File: src/shared/modem_regs_consts.svh
`ifndef MODEM_REGS_CONSTS_SVH
`define MODEM_REGS_CONSTS_SVH

`define ADDR_GENERAL_RESET   8'h01
`define ADDR_GENERAL_CONTROL 8'hE0
`define ADDR_TRANSMIT_MODE   8'hE1
`define GC_RESET_VALUE       16'h0000
`define TM_RESET_VALUE       16'h0000
`define GC_TXINV_OFF         15
`define GC_TXTRUE_OFF        14
`define GC_LOOPBACK          11
`define GC_EQ_DISABLE        10
`define GC_POWERUP           8
`define GC_RESET             7
`define GC_IRQ_EN            6
`define GC_MASK_HI           4
`define GC_MASK_LO           0
`define TM_MODE_HI           15
`define TM_MODE_LO           12
`define TM_LEVEL_HI          11
`define TM_LEVEL_LO          9
`define TM_TWIST_HI          7
`define TM_TWIST_LO          5
`define TM_FMT_HI            4
`define TM_FMT_LO            3
`define TM_LOW_HI            4
`define TM_LOW_LO            0
`define LEVEL_STEP_HALF_DB   5'h03
`define LEVEL_MAX_CODE       5'h07

`endif

File: src/shared/modem_regs_pkg.sv
package modem_regs_pkg;

	typedef enum logic [3:0] {
		TXM_DISABLED  = 4'b0000,
		TXM_TONES     = 4'b0001,
		TXM_B202_150  = 4'b0010,
		TXM_B202_1200 = 4'b0011,
		TXM_V23_75    = 4'b0100,
		TXM_V23_1200  = 4'b0101,
		TXM_B103_LO   = 4'b0110,
		TXM_B103_HI   = 4'b0111,
		TXM_V21_LO    = 4'b1000,
		TXM_V21_HI    = 4'b1001
	} tx_mode_t;

	typedef enum logic [1:0] {
		FMT_ODD_PARITY  = 2'b00,
		FMT_EVEN_PARITY = 2'b01,
		FMT_NO_PARITY   = 2'b10,
		FMT_SYNC        = 2'b11
	} tx_format_t;

	typedef enum logic [2:0] {
		ST_IDLE = 3'b000,
		ST_ADDR = 3'b001,
		ST_HI   = 3'b010,
		ST_LO   = 3'b011,
		ST_DONE = 3'b100
	} bus_state_t;

	typedef struct packed {
		logic loopback_select;
		logic eq_disable;
		logic powerup;
		logic bias_supply;
		logic internal_reset;
		logic irq_pin_enable;
	} ctrl_t;

	typedef struct packed {
		tx_mode_t   mode;
		logic [2:0] level;
		logic [2:0] twist;
		tx_format_t format;
		logic [4:0] low_field;
		logic       is_dtmf;
		logic       is_modem;
	} tx_cfg_t;

endpackage : modem_regs_pkg

File: src/rtl/modem_general_and_tx_mode_regs.sv
`include "modem_regs_consts.svh"

module modem_general_and_tx_mode_regs
	import modem_regs_pkg::*;
(
	input  wire logic       core_clk,
	input  wire logic       rst_n,
	input  wire logic       cs_n,
	input  wire logic       sclk,
	input  wire logic       cmd_data,
	input  wire logic [4:0] status_events,
	input  wire logic       tone_active,
	output logic            inverted_tx_output_oe_n,
	output logic            true_tx_output_oe_n,
	output logic            irq_n_out,
	output logic            irq_n_oe_n,
	output ctrl_t           ctrl,
	output tx_cfg_t         tx_cfg,
	output logic [4:0]      tx_atten_half_db,
	output logic [3:0]      twist_half_db,
	output logic            status_irq,
	output logic            general_reset_pulse
);

	// ****************************************
	// Functions
	// ****************************************
	function automatic logic [3:0] twist_gain(input logic [2:0] code);
		case (code)
			3'h0:    twist_gain = 4'h4;
			3'h1:    twist_gain = 4'h2;
			3'h2:    twist_gain = 4'h3;
			3'h3:    twist_gain = 4'h5;
			3'h4:    twist_gain = 4'h6;
			3'h5:    twist_gain = 4'h7;
			3'h6:    twist_gain = 4'h8;
			default: twist_gain = 4'h9;
		endcase
	endfunction : twist_gain

	function automatic logic [4:0] level_atten(input logic [2:0] code);
		level_atten = 5'((`LEVEL_MAX_CODE - {2'h0, code}) * `LEVEL_STEP_HALF_DB);
	endfunction : level_atten

	// ****************************************
	// Serial receiver
	// ****************************************
	bus_state_t state;
	bus_state_t next_state;
	logic [2:0] bit_cnt;
	logic [2:0] next_bit_cnt;
	logic [7:0] shift;
	logic [7:0] next_shift;
	logic [7:0] addr;
	logic [7:0] next_addr;
	logic [7:0] data_hi;
	logic [7:0] next_data_hi;
	logic       sclk_prev;
	logic       sclk_rise;
	logic       byte_done;
	logic [7:0] byte_in;
	logic       wr_gc;
	logic       wr_tm;
	logic       gen_reset;
	logic [15:0] wdata;

	assign sclk_rise = sclk && !sclk_prev;
	assign byte_in   = {shift[6:0], cmd_data};
	assign byte_done = !cs_n && sclk_rise && (bit_cnt == 3'h7);
	assign wdata     = {data_hi, byte_in};

	always_comb begin
		next_state   = state;
		next_bit_cnt = bit_cnt;
		next_shift   = shift;
		next_addr    = addr;
		next_data_hi = data_hi;
		wr_gc        = 1'b0;
		wr_tm        = 1'b0;
		gen_reset    = 1'b0;
		if (cs_n) begin
			// Chip select high aborts any partial transfer
			next_state   = ST_IDLE;
			next_bit_cnt = 3'h0;
		end else if (sclk_rise) begin
			next_shift   = byte_in;
			next_bit_cnt = bit_cnt + 3'h1;
			case (state)
				ST_IDLE, ST_ADDR: begin
					next_state = ST_ADDR;
					if (byte_done) begin
						next_addr = byte_in;
						gen_reset = (byte_in == `ADDR_GENERAL_RESET);
						next_state = ST_HI;
					end
				end
				ST_HI: begin
					if (byte_done) begin
						next_data_hi = byte_in;
						next_state   = ST_LO;
					end
				end
				ST_LO: begin
					if (byte_done) begin
						// Commit only with both bytes so no half field takes effect
						wr_gc      = (addr == `ADDR_GENERAL_CONTROL);
						wr_tm      = (addr == `ADDR_TRANSMIT_MODE);
						next_state = ST_DONE;
					end
				end
				ST_DONE: next_state = ST_DONE;
				default: next_state = ST_IDLE;
			endcase
		end
	end

	always_ff @(posedge core_clk or negedge rst_n) begin
		if (!rst_n) begin
			state     <= ST_IDLE;
			bit_cnt   <= 3'h0;
			shift     <= 8'h00;
			addr      <= 8'h00;
			data_hi   <= 8'h00;
			sclk_prev <= 1'b0;
		end else begin
			state     <= next_state;
			bit_cnt   <= next_bit_cnt;
			shift     <= next_shift;
			addr      <= next_addr;
			data_hi   <= next_data_hi;
			sclk_prev <= sclk;
		end
	end

	// ****************************************
	// Registers
	// ****************************************
	logic [15:0] gc;
	logic [15:0] next_gc;
	logic [15:0] tm;
	logic [15:0] next_tm;
	logic [2:0]  twist_applied;
	logic [2:0]  next_twist_applied;
	logic        next_status_irq;

	always_comb begin
		next_gc = gc;
		next_tm = tm;
		if (wr_gc) begin
			next_gc = wdata;
		end
		if (wr_tm) begin
			next_tm = wdata;
		end
		if (gen_reset) begin
			next_gc = `GC_RESET_VALUE;
			next_tm = `TM_RESET_VALUE;
		end
		// Reset bit wins over a transmit mode write landing the same cycle
		if (next_gc[`GC_RESET]) begin
			next_tm = `TM_RESET_VALUE;
		end
		// Twist never changes mid-tone, so hold it while a tone plays
		next_twist_applied = twist_applied;
		if (!tone_active) begin
			next_twist_applied = tm[`TM_TWIST_HI:`TM_TWIST_LO];
		end
		next_status_irq = |(status_events & gc[`GC_MASK_HI:`GC_MASK_LO]);
	end

	always_ff @(posedge core_clk or negedge rst_n) begin
		if (!rst_n) begin
			gc                  <= `GC_RESET_VALUE;
			tm                  <= `TM_RESET_VALUE;
			twist_applied       <= 3'h0;
			status_irq          <= 1'b0;
			general_reset_pulse <= 1'b0;
		end else begin
			gc                  <= next_gc;
			tm                  <= next_tm;
			twist_applied       <= next_twist_applied;
			status_irq          <= next_status_irq;
			general_reset_pulse <= gen_reset;
		end
	end

	// ****************************************
	// Outputs
	// ****************************************
	assign inverted_tx_output_oe_n = gc[`GC_TXINV_OFF];
	assign true_tx_output_oe_n     = gc[`GC_TXTRUE_OFF];
	assign irq_n_out               = 1'b0;
	assign irq_n_oe_n = !(gc[`GC_IRQ_EN] && status_irq);

	always_comb begin
		ctrl.loopback_select = gc[`GC_LOOPBACK];
		ctrl.eq_disable      = gc[`GC_EQ_DISABLE];
		// Powersave drops only the powerup and bias supply controls; the registers and interrupt path keep running
		ctrl.powerup         = gc[`GC_POWERUP];
		ctrl.bias_supply     = gc[`GC_POWERUP];
		ctrl.internal_reset  = gc[`GC_RESET];
		ctrl.irq_pin_enable  = gc[`GC_IRQ_EN];
		tx_cfg.mode      = tx_mode_t'(tm[`TM_MODE_HI:`TM_MODE_LO]);
		tx_cfg.level     = tm[`TM_LEVEL_HI:`TM_LEVEL_LO];
		tx_cfg.twist     = twist_applied;
		tx_cfg.format    = tx_format_t'(tm[`TM_FMT_HI:`TM_FMT_LO]);
		tx_cfg.low_field = tm[`TM_LOW_HI:`TM_LOW_LO];
		tx_cfg.is_dtmf   = (tm[`TM_MODE_HI:`TM_MODE_LO] == TXM_TONES);
		tx_cfg.is_modem  = (tm[`TM_MODE_HI:`TM_MODE_LO] > TXM_TONES)
			&& (tm[`TM_MODE_HI:`TM_MODE_LO] <= TXM_V21_HI);
	end

	assign tx_atten_half_db = level_atten(tm[`TM_LEVEL_HI:`TM_LEVEL_LO]);
	assign twist_half_db    = twist_gain(twist_applied);

	// ****************************************
	// Assertions
	// ****************************************
	property p_inv_off;
		@(posedge core_clk) disable iff (!rst_n)
		wr_gc |=> inverted_tx_output_oe_n == $past(wdata[15]);
	endproperty
	a_inv_off: assert property (p_inv_off) else $error("inverted output enable wrong");

	property p_true_off;
		@(posedge core_clk) disable iff (!rst_n)
		wr_gc |=> true_tx_output_oe_n == $past(wdata[14]);
	endproperty
	a_true_off: assert property (p_true_off) else $error("true output enable wrong");

	property p_loop_eq;
		@(posedge core_clk) disable iff (!rst_n)
		wr_gc |=> ctrl.loopback_select == $past(wdata[11])
			&& ctrl.eq_disable == $past(wdata[10]);
	endproperty
	a_loop_eq: assert property (p_loop_eq) else $error("loopback or equaliser wrong");

	property p_gen_reset;
		@(posedge core_clk) disable iff (!rst_n)
		gen_reset |=> !ctrl.powerup && gc == 16'h0000 && tm == 16'h0000 && general_reset_pulse;
	endproperty
	a_gen_reset: assert property (p_gen_reset) else $error("general reset did not clear");

	property p_reset_hold;
		@(posedge core_clk) disable iff (!rst_n)
		ctrl.internal_reset && !wr_gc && !gen_reset |=> tm == 16'h0000;
	endproperty
	a_reset_hold: assert property (p_reset_hold) else $error("mode kept during reset");

	property p_irq_pin;
		@(posedge core_clk) disable iff (!rst_n)
		(|(status_events & gc[4:0])) && gc[6] && !wr_gc && !gen_reset |=> !irq_n_oe_n;
	endproperty
	a_irq_pin: assert property (p_irq_pin) else $error("interrupt pin not driven");

	property p_whole_write;
		@(posedge core_clk) disable iff (!rst_n)
		!$stable(tm) |-> $past(wr_tm || gen_reset || next_gc[7]);
	endproperty
	a_whole_write: assert property (p_whole_write) else $error("partial mode update");

	property p_twist_hold;
		@(posedge core_clk) disable iff (!rst_n)
		tone_active |=> $stable(twist_applied);
	endproperty
	a_twist_hold: assert property (p_twist_hold) else $error("twist changed mid-tone");

	property p_abort;
		@(posedge core_clk) disable iff (!rst_n)
		cs_n |=> state == ST_IDLE && bit_cnt == 3'h0;
	endproperty
	a_abort: assert property (p_abort) else $error("frame abort left state");

	property p_tm_write;
		@(posedge core_clk) disable iff (!rst_n)
		wr_tm && !gc[`GC_RESET] |=> tm == $past(wdata);
	endproperty
	a_tm_write: assert property (p_tm_write) else $error("mode write lost");

	property p_mask;
		@(posedge core_clk) disable iff (!rst_n)
		1'b1 |=> status_irq == $past(|(status_events & gc[`GC_MASK_HI:`GC_MASK_LO]));
	endproperty
	a_mask: assert property (p_mask) else $error("summary interrupt mask wrong");

	property p_irq_off;
		@(posedge core_clk) disable iff (!rst_n)
		!gc[`GC_IRQ_EN] |-> irq_n_oe_n;
	endproperty
	a_irq_off: assert property (p_irq_off) else $error("pin driven while disabled");

	property p_twist_follow;
		@(posedge core_clk) disable iff (!rst_n)
		!tone_active |=> twist_applied == $past(tm[`TM_TWIST_HI:`TM_TWIST_LO]);
	endproperty
	a_twist_follow: assert property (p_twist_follow) else $error("twist not applied");

	c_write_gc: cover property (@(posedge core_clk) disable iff (!rst_n) wr_gc);
	c_write_tm: cover property (@(posedge core_clk) disable iff (!rst_n) wr_tm && !gc[7]);
	c_gen_reset: cover property (@(posedge core_clk) disable iff (!rst_n) gen_reset && gc[8]);
	c_abort: cover property (@(posedge core_clk) disable iff (!rst_n) cs_n && state == ST_LO);
	c_tone_hold: cover property (@(posedge core_clk) disable iff (!rst_n) tone_active && wr_tm);

endmodule : modem_general_and_tx_mode_regs

File: config.mk
export PLATFORM = sky130hd
export DESIGN_NAME = modem_general_and_tx_mode_regs
export DESIGN_NICKNAME = d
export VERILOG_FILES = /design/src/shared/modem_regs_pkg.sv /design/src/rtl/modem_general_and_tx_mode_regs.sv
export VERILOG_INCLUDE_DIRS = /design/src /design/src/shared
export SDC_FILE = /design/constraint.sdc
export NUM_CORES = 1
export LEC_CHECK = 0
export ABC_CLOCK_PERIOD_IN_PS = 2450
export BUFFER_PORTS_ARGS = -buffer_cell sky130_fd_sc_hd__buf_2
export CAP_MARGIN = 10
export CELL_PAD_IN_SITES_DETAIL_PLACEMENT = 0
export CELL_PAD_IN_SITES_GLOBAL_PLACEMENT = 1
export CORE_AREA = 3 3 83 93
export CTS_BUF_LIST = sky130_fd_sc_hd__clkbuf_8 sky130_fd_sc_hd__clkbuf_16
export DETAILED_ROUTE_END_ITERATION = 7
export DIE_AREA = 0 0 86 96
export GPL_TIMING_DRIVEN = 0
export PLACE_DENSITY_LB_ADDON = 0.1
export SLEW_MARGIN = 20
export SYNTH_ARGS = -nofsm -noshare
export SYNTH_HDL_FRONTEND = slang
export SYNTH_SLANG_ARGS = --single-unit
File: constraint.sdc
create_clock -name core_clk -period 2.45 [get_ports core_clk]
set_clock_uncertainty 0.1 [all_clocks]
set_input_delay 0.1225 -clock core_clk [delete_from_list [all_inputs] [get_ports core_clk]]
set_output_delay 0.1225 -clock core_clk [all_outputs]
set_load 0.01 [all_outputs]
==> Implementation_results.wiki <==
{| class="wikitable"
! Metric !! Value
|-
| Status || finished, final reports clean
|-
| Number of vias in the routed layout || about 2.0k
|-
| Share of cells above drive strength 1 || 0.391
|-
| Routability-driven placement congestion ratio || between 0.6 and 0.7
|-
| Clk pin slew, worst setup/hold paths || around 0.07 ns
|-
| Non-filler instance count after layout || 412
|-
| Global-route wire length before repair || approximately 9.9 mm
|-
| Top cell type by total area after synthesis || sky130_fd_sc_hd__dfrtp_1
|-
| Cell type of the slowest stage on the worst timing path || sky130_fd_sc_hd__dfrtp_1
|-
| Number of rows in the core area || 32
|-
| HPWL after DPL || around 4.1 mm
|-
| Layout overhead on the synthesized area || 21.7%
|-
| Number of slew-limit violations in the final report || 0
|-
| Areal power density over the cells || 607 mW/mm2
|-
| Achievable clock frequency || about 440 MHz
|-
| Total die area || approximately 0.0083 mm2
|-
| Worst vdd rail ir drop || 540 uV
|-
| Width of the die || approximately 86 um
|-
| Max stage delay on crit path || approximately 0.38 ns
|-
| Synth Net Count || 271
|-
| Antenna Violating Nets Remaining || 0
|-
| Antenna violations before repair || 0
|-
| Synthesized cell area || between 0.002 and 0.003 mm2
|-
| Average wire per standard cell || 14.1 um
|-
| Endpoint type of the worst setup path || register
|-
| Critical path arrival || about 2.4 ns
|-
| Area inside the core boundary || just under 0.007 mm2
|-
| Fin crit share || 0.923
|-
| Effective utilization at floorplan || 0.431
|-
| Max-capacitance violation count || 0
|-
| Count of final setup violators || 0
|-
| Unrepaired setup endpoints after global routing || false
|-
| Net count, final || 338
|-
| Seq cells post-synth || slightly above 60
|-
| Cell at the root of the clock tree || sky130_fd_sc_hd__clkbuf_8
|-
| Diode count || 0
|-
| Overall Global Routing Usage || 0.155
|-
| Post-place setup slack || approximately 0.2 ns
|-
| Most numerous cell on the critical path || sky130_fd_sc_hd__ha_1
|-
| Post-synthesis instance total || around 260
|-
| Proportion of synthesized flip-flops having asynchronous set or reset || 1.00
|-
| Hold WC Path Type || input pin to register
|-
| Synthesis Warnings || 0
|-
| Post-layout minimum cycle time || 2.26 ns
|-
| CTS H-tree lvls || 3
|-
| Share of Yosys cell area claimed by the top area cell type || 0.519
|-
| Number of global-route vias before repair || between 1.5k and 2k
|-
| Count of flip-flops with a built-in enable after synthesis || 0
|-
| Maximum net fanout on the critical path || 10
|-
| Synthesized area per cell || around 12 um2
|-
| Worst path buffer plus inverter count || 1
|-
| CTS tree || done
|-
| List of cells traversed by the critical path || ha_1, ha_1, and4bb_2, nand4_1, a21o_1, buf_6, a22oi_1
|-
| Clock insertion delay at the later pin of the skew report || between 0.3 and 0.4 ns
|-
| Overflow left after global routing || 0
|-
| Most common cell after layout, fill and taps aside || sky130_fd_sc_hd__dfrtp_1
|-
| Post-synthesis sequential area ratio || 0.519
|-
| Count of boundary I/O pins || 51
|-
| CP Data Required Time || approximately 2.6 ns
|-
| Largest net degree at the start of global routing || 50
|-
| Maximum clock insertion buffer count || 2
|-
| Clock tree sinks || 62
|-
| Final wirelength || between 5 and 6 mm
|-
| Startpoint-to-endpoint class of the critical path || register to register
|-
| Post-route setup slack || roughly 0.19 ns
|-
| Fill cell instance count of the final layout || about 640
|-
| Cell types occupying the most area after synthesis || sky130_fd_sc_hd__dfrtp_1 52%, sky130_fd_sc_hd__mux2_2 11%, sky130_fd_sc_hd__buf_4 5.5%
|-
| Number of instances in the placed design || a little under 400
|-
| PortBufs || 48
|-
| Chip Height || between 90 and 100 um
|-
| Cell family contributing the most delay on the critical path || simple AND/OR/NAND/NOR gates
|-
| Clock buffer count from CTS || 9
|-
| Average vias per placed instance || 4.95
|-
| Most instantiated flip-flop cell in the synthesis netlist || sky130_fd_sc_hd__dfrtp_1
|-
| Leading cell types in the layout, fill and taps excluded || 62 x sky130_fd_sc_hd__dfrtp_1, 51 x sky130_fd_sc_hd__buf_2, 28 x sky130_fd_sc_hd__mux2_2
|-
| Number of hold-slack violations in the final timing report || 0
|-
| Startpoint class of the critical path || register
|-
| Setup Total Neg Slack || 0 ns
|-
| Total setup buffers inserted after CTS || 0
|-
| Starting DRC count in detailed routing || 80
|-
| Iteration count of the initial detailed-routing pass || 4
|-
| Static leakage || about 0.0020 uW
|-
| Residual DRC || 0
|-
| Number of distinct library cell variants in the gate-level netlist after synthesis || 40
|}
==> area by class of cell <==
class	count	area, um2	area share
clock buffer	10	138	0.0379
buffer	32	238	0.0654
tap	85	106	0.0293
clock inverter	6	62.6	0.0172
multi-input combinational	155	1170	0.323
inverter	6	22.5	0.00620
timing repair buffer	56	340	0.0937
sequential	62	1550	0.427
==> worst paths after layout <==
kind / from / to / slack, ns / cells past startpoint
min: cmd_data / tm[0] / 0.01 / 3
max reg2reg: bit_cnt[0] / tm[3] / 0.19 / 7
max in group asynchronous: rst_n / shift[5] / 1.66 / 3
min reg2reg: addr[7] / addr[7] / 0.40 / 1
min in group asynchronous: rst_n / state[0] / 0.11 / 2
max: bit_cnt[0] / tm[3] / 0.19 / 7
==> sequential cells by signal (all words and copies together), names as in the netlist <==
register and flops:
addr 8, sclk_prev 1, state 3, data_hi 8, twist_applied 3, gc 12, status_irq 1, general_reset_pulse 1
tm 15, bit_cnt 3, shift 7
==> cell families after synthesis <==
group / Yosys count / synth area share
muxes: 41 / 0.149
DFF: 62 / 0.519
buffers and inverters: 38 / 0.0871
AOI/OAI and AO/OA: 27 / 0.0645
other: 1 / 0.00126
xor gates and xnor gates: 5 / 0.0147
and+or+nand+nor: 76 / 0.140
adders and majority gates: 5 / 0.0235
==> cells in the mapped netlist, types with 2 or more instances <==
| master | number |
|---|---|
| sky130_fd_sc_hd__a21o_1 | 2 |
| sky130_fd_sc_hd__a21oi_1 | 5 |
| sky130_fd_sc_hd__a22oi_1 | 13 |
| sky130_fd_sc_hd__and2_1 | 2 |
| sky130_fd_sc_hd__and4bb_2 | 2 |
| sky130_fd_sc_hd__buf_2 | 4 |
| sky130_fd_sc_hd__buf_4 | 22 |
| sky130_fd_sc_hd__buf_6 | 4 |
| sky130_fd_sc_hd__clkbuf_1 | 2 |
| sky130_fd_sc_hd__dfrtp_1 | 62 |
| sky130_fd_sc_hd__ha_1 | 4 |
| sky130_fd_sc_hd__inv_1 | 6 |
| sky130_fd_sc_hd__mux2_2 | 28 |
| sky130_fd_sc_hd__mux2i_1 | 13 |
| sky130_fd_sc_hd__nand2_1 | 21 |
| sky130_fd_sc_hd__nand2b_1 | 3 |
| sky130_fd_sc_hd__nand3_1 | 12 |
| sky130_fd_sc_hd__nand4_1 | 2 |
| sky130_fd_sc_hd__nor2_1 | 19 |
| sky130_fd_sc_hd__nor2b_1 | 2 |
| sky130_fd_sc_hd__nor3_1 | 2 |
| sky130_fd_sc_hd__nor4b_1 | 2 |
| sky130_fd_sc_hd__nor4bb_1 | 2 |
| sky130_fd_sc_hd__o21ai_0 | 2 |
| sky130_fd_sc_hd__xnor2_1 | 4 |
==> metrics by stage <==
stage           util  power [uW]  area (um2)  hold slack, ns
3_3_place_gp   0.481        1330        3330           0.183
6_report       0.525        2210        3630          0.0136
5_1_grt        0.525        2300        3630          0.0423
4_1_cts        0.525        2240        3630          0.0126
3_5_place_dp   0.486        1340        3360          -0.105
2_1_floorplan      -        1240        2990          -0.273
==> layer usage <==
metal	track usage	up-vias	routed length (um)
met3	0.0283	4	302
met1	0.214	973	2740
met2	0.238	50	2720
met4	0.0673	0	41
met5	0	-	0
li1	-	1012	-
==> power by group <==
group | switching (uW) | leakage (uW) | internal (uW)
combinational | 53.1 | 0.00107 | 75.4
sequential | 120 | 0.000851 | 1080
clock | 389 | 0.0000997 | 493
==> timing repair <==
item | in CTS | in global routing
resized for setup | 0 | 0
hold buffers | 7 | 0
hold endpoints to repair | 73 | 0
==> tightest hold or removal path, delay by kind of cell <==
| kind | cells | cell delay [ns] |
|---|---|---|
| AND/OR/NAND/NOR | 1 | 0.07 |
| AO/OA/AOI/OAI | 1 | 0.06 |
| buffers and inverters | 1 | 0.14 |
No activity file was read; power rests on OpenSTA's default activity.
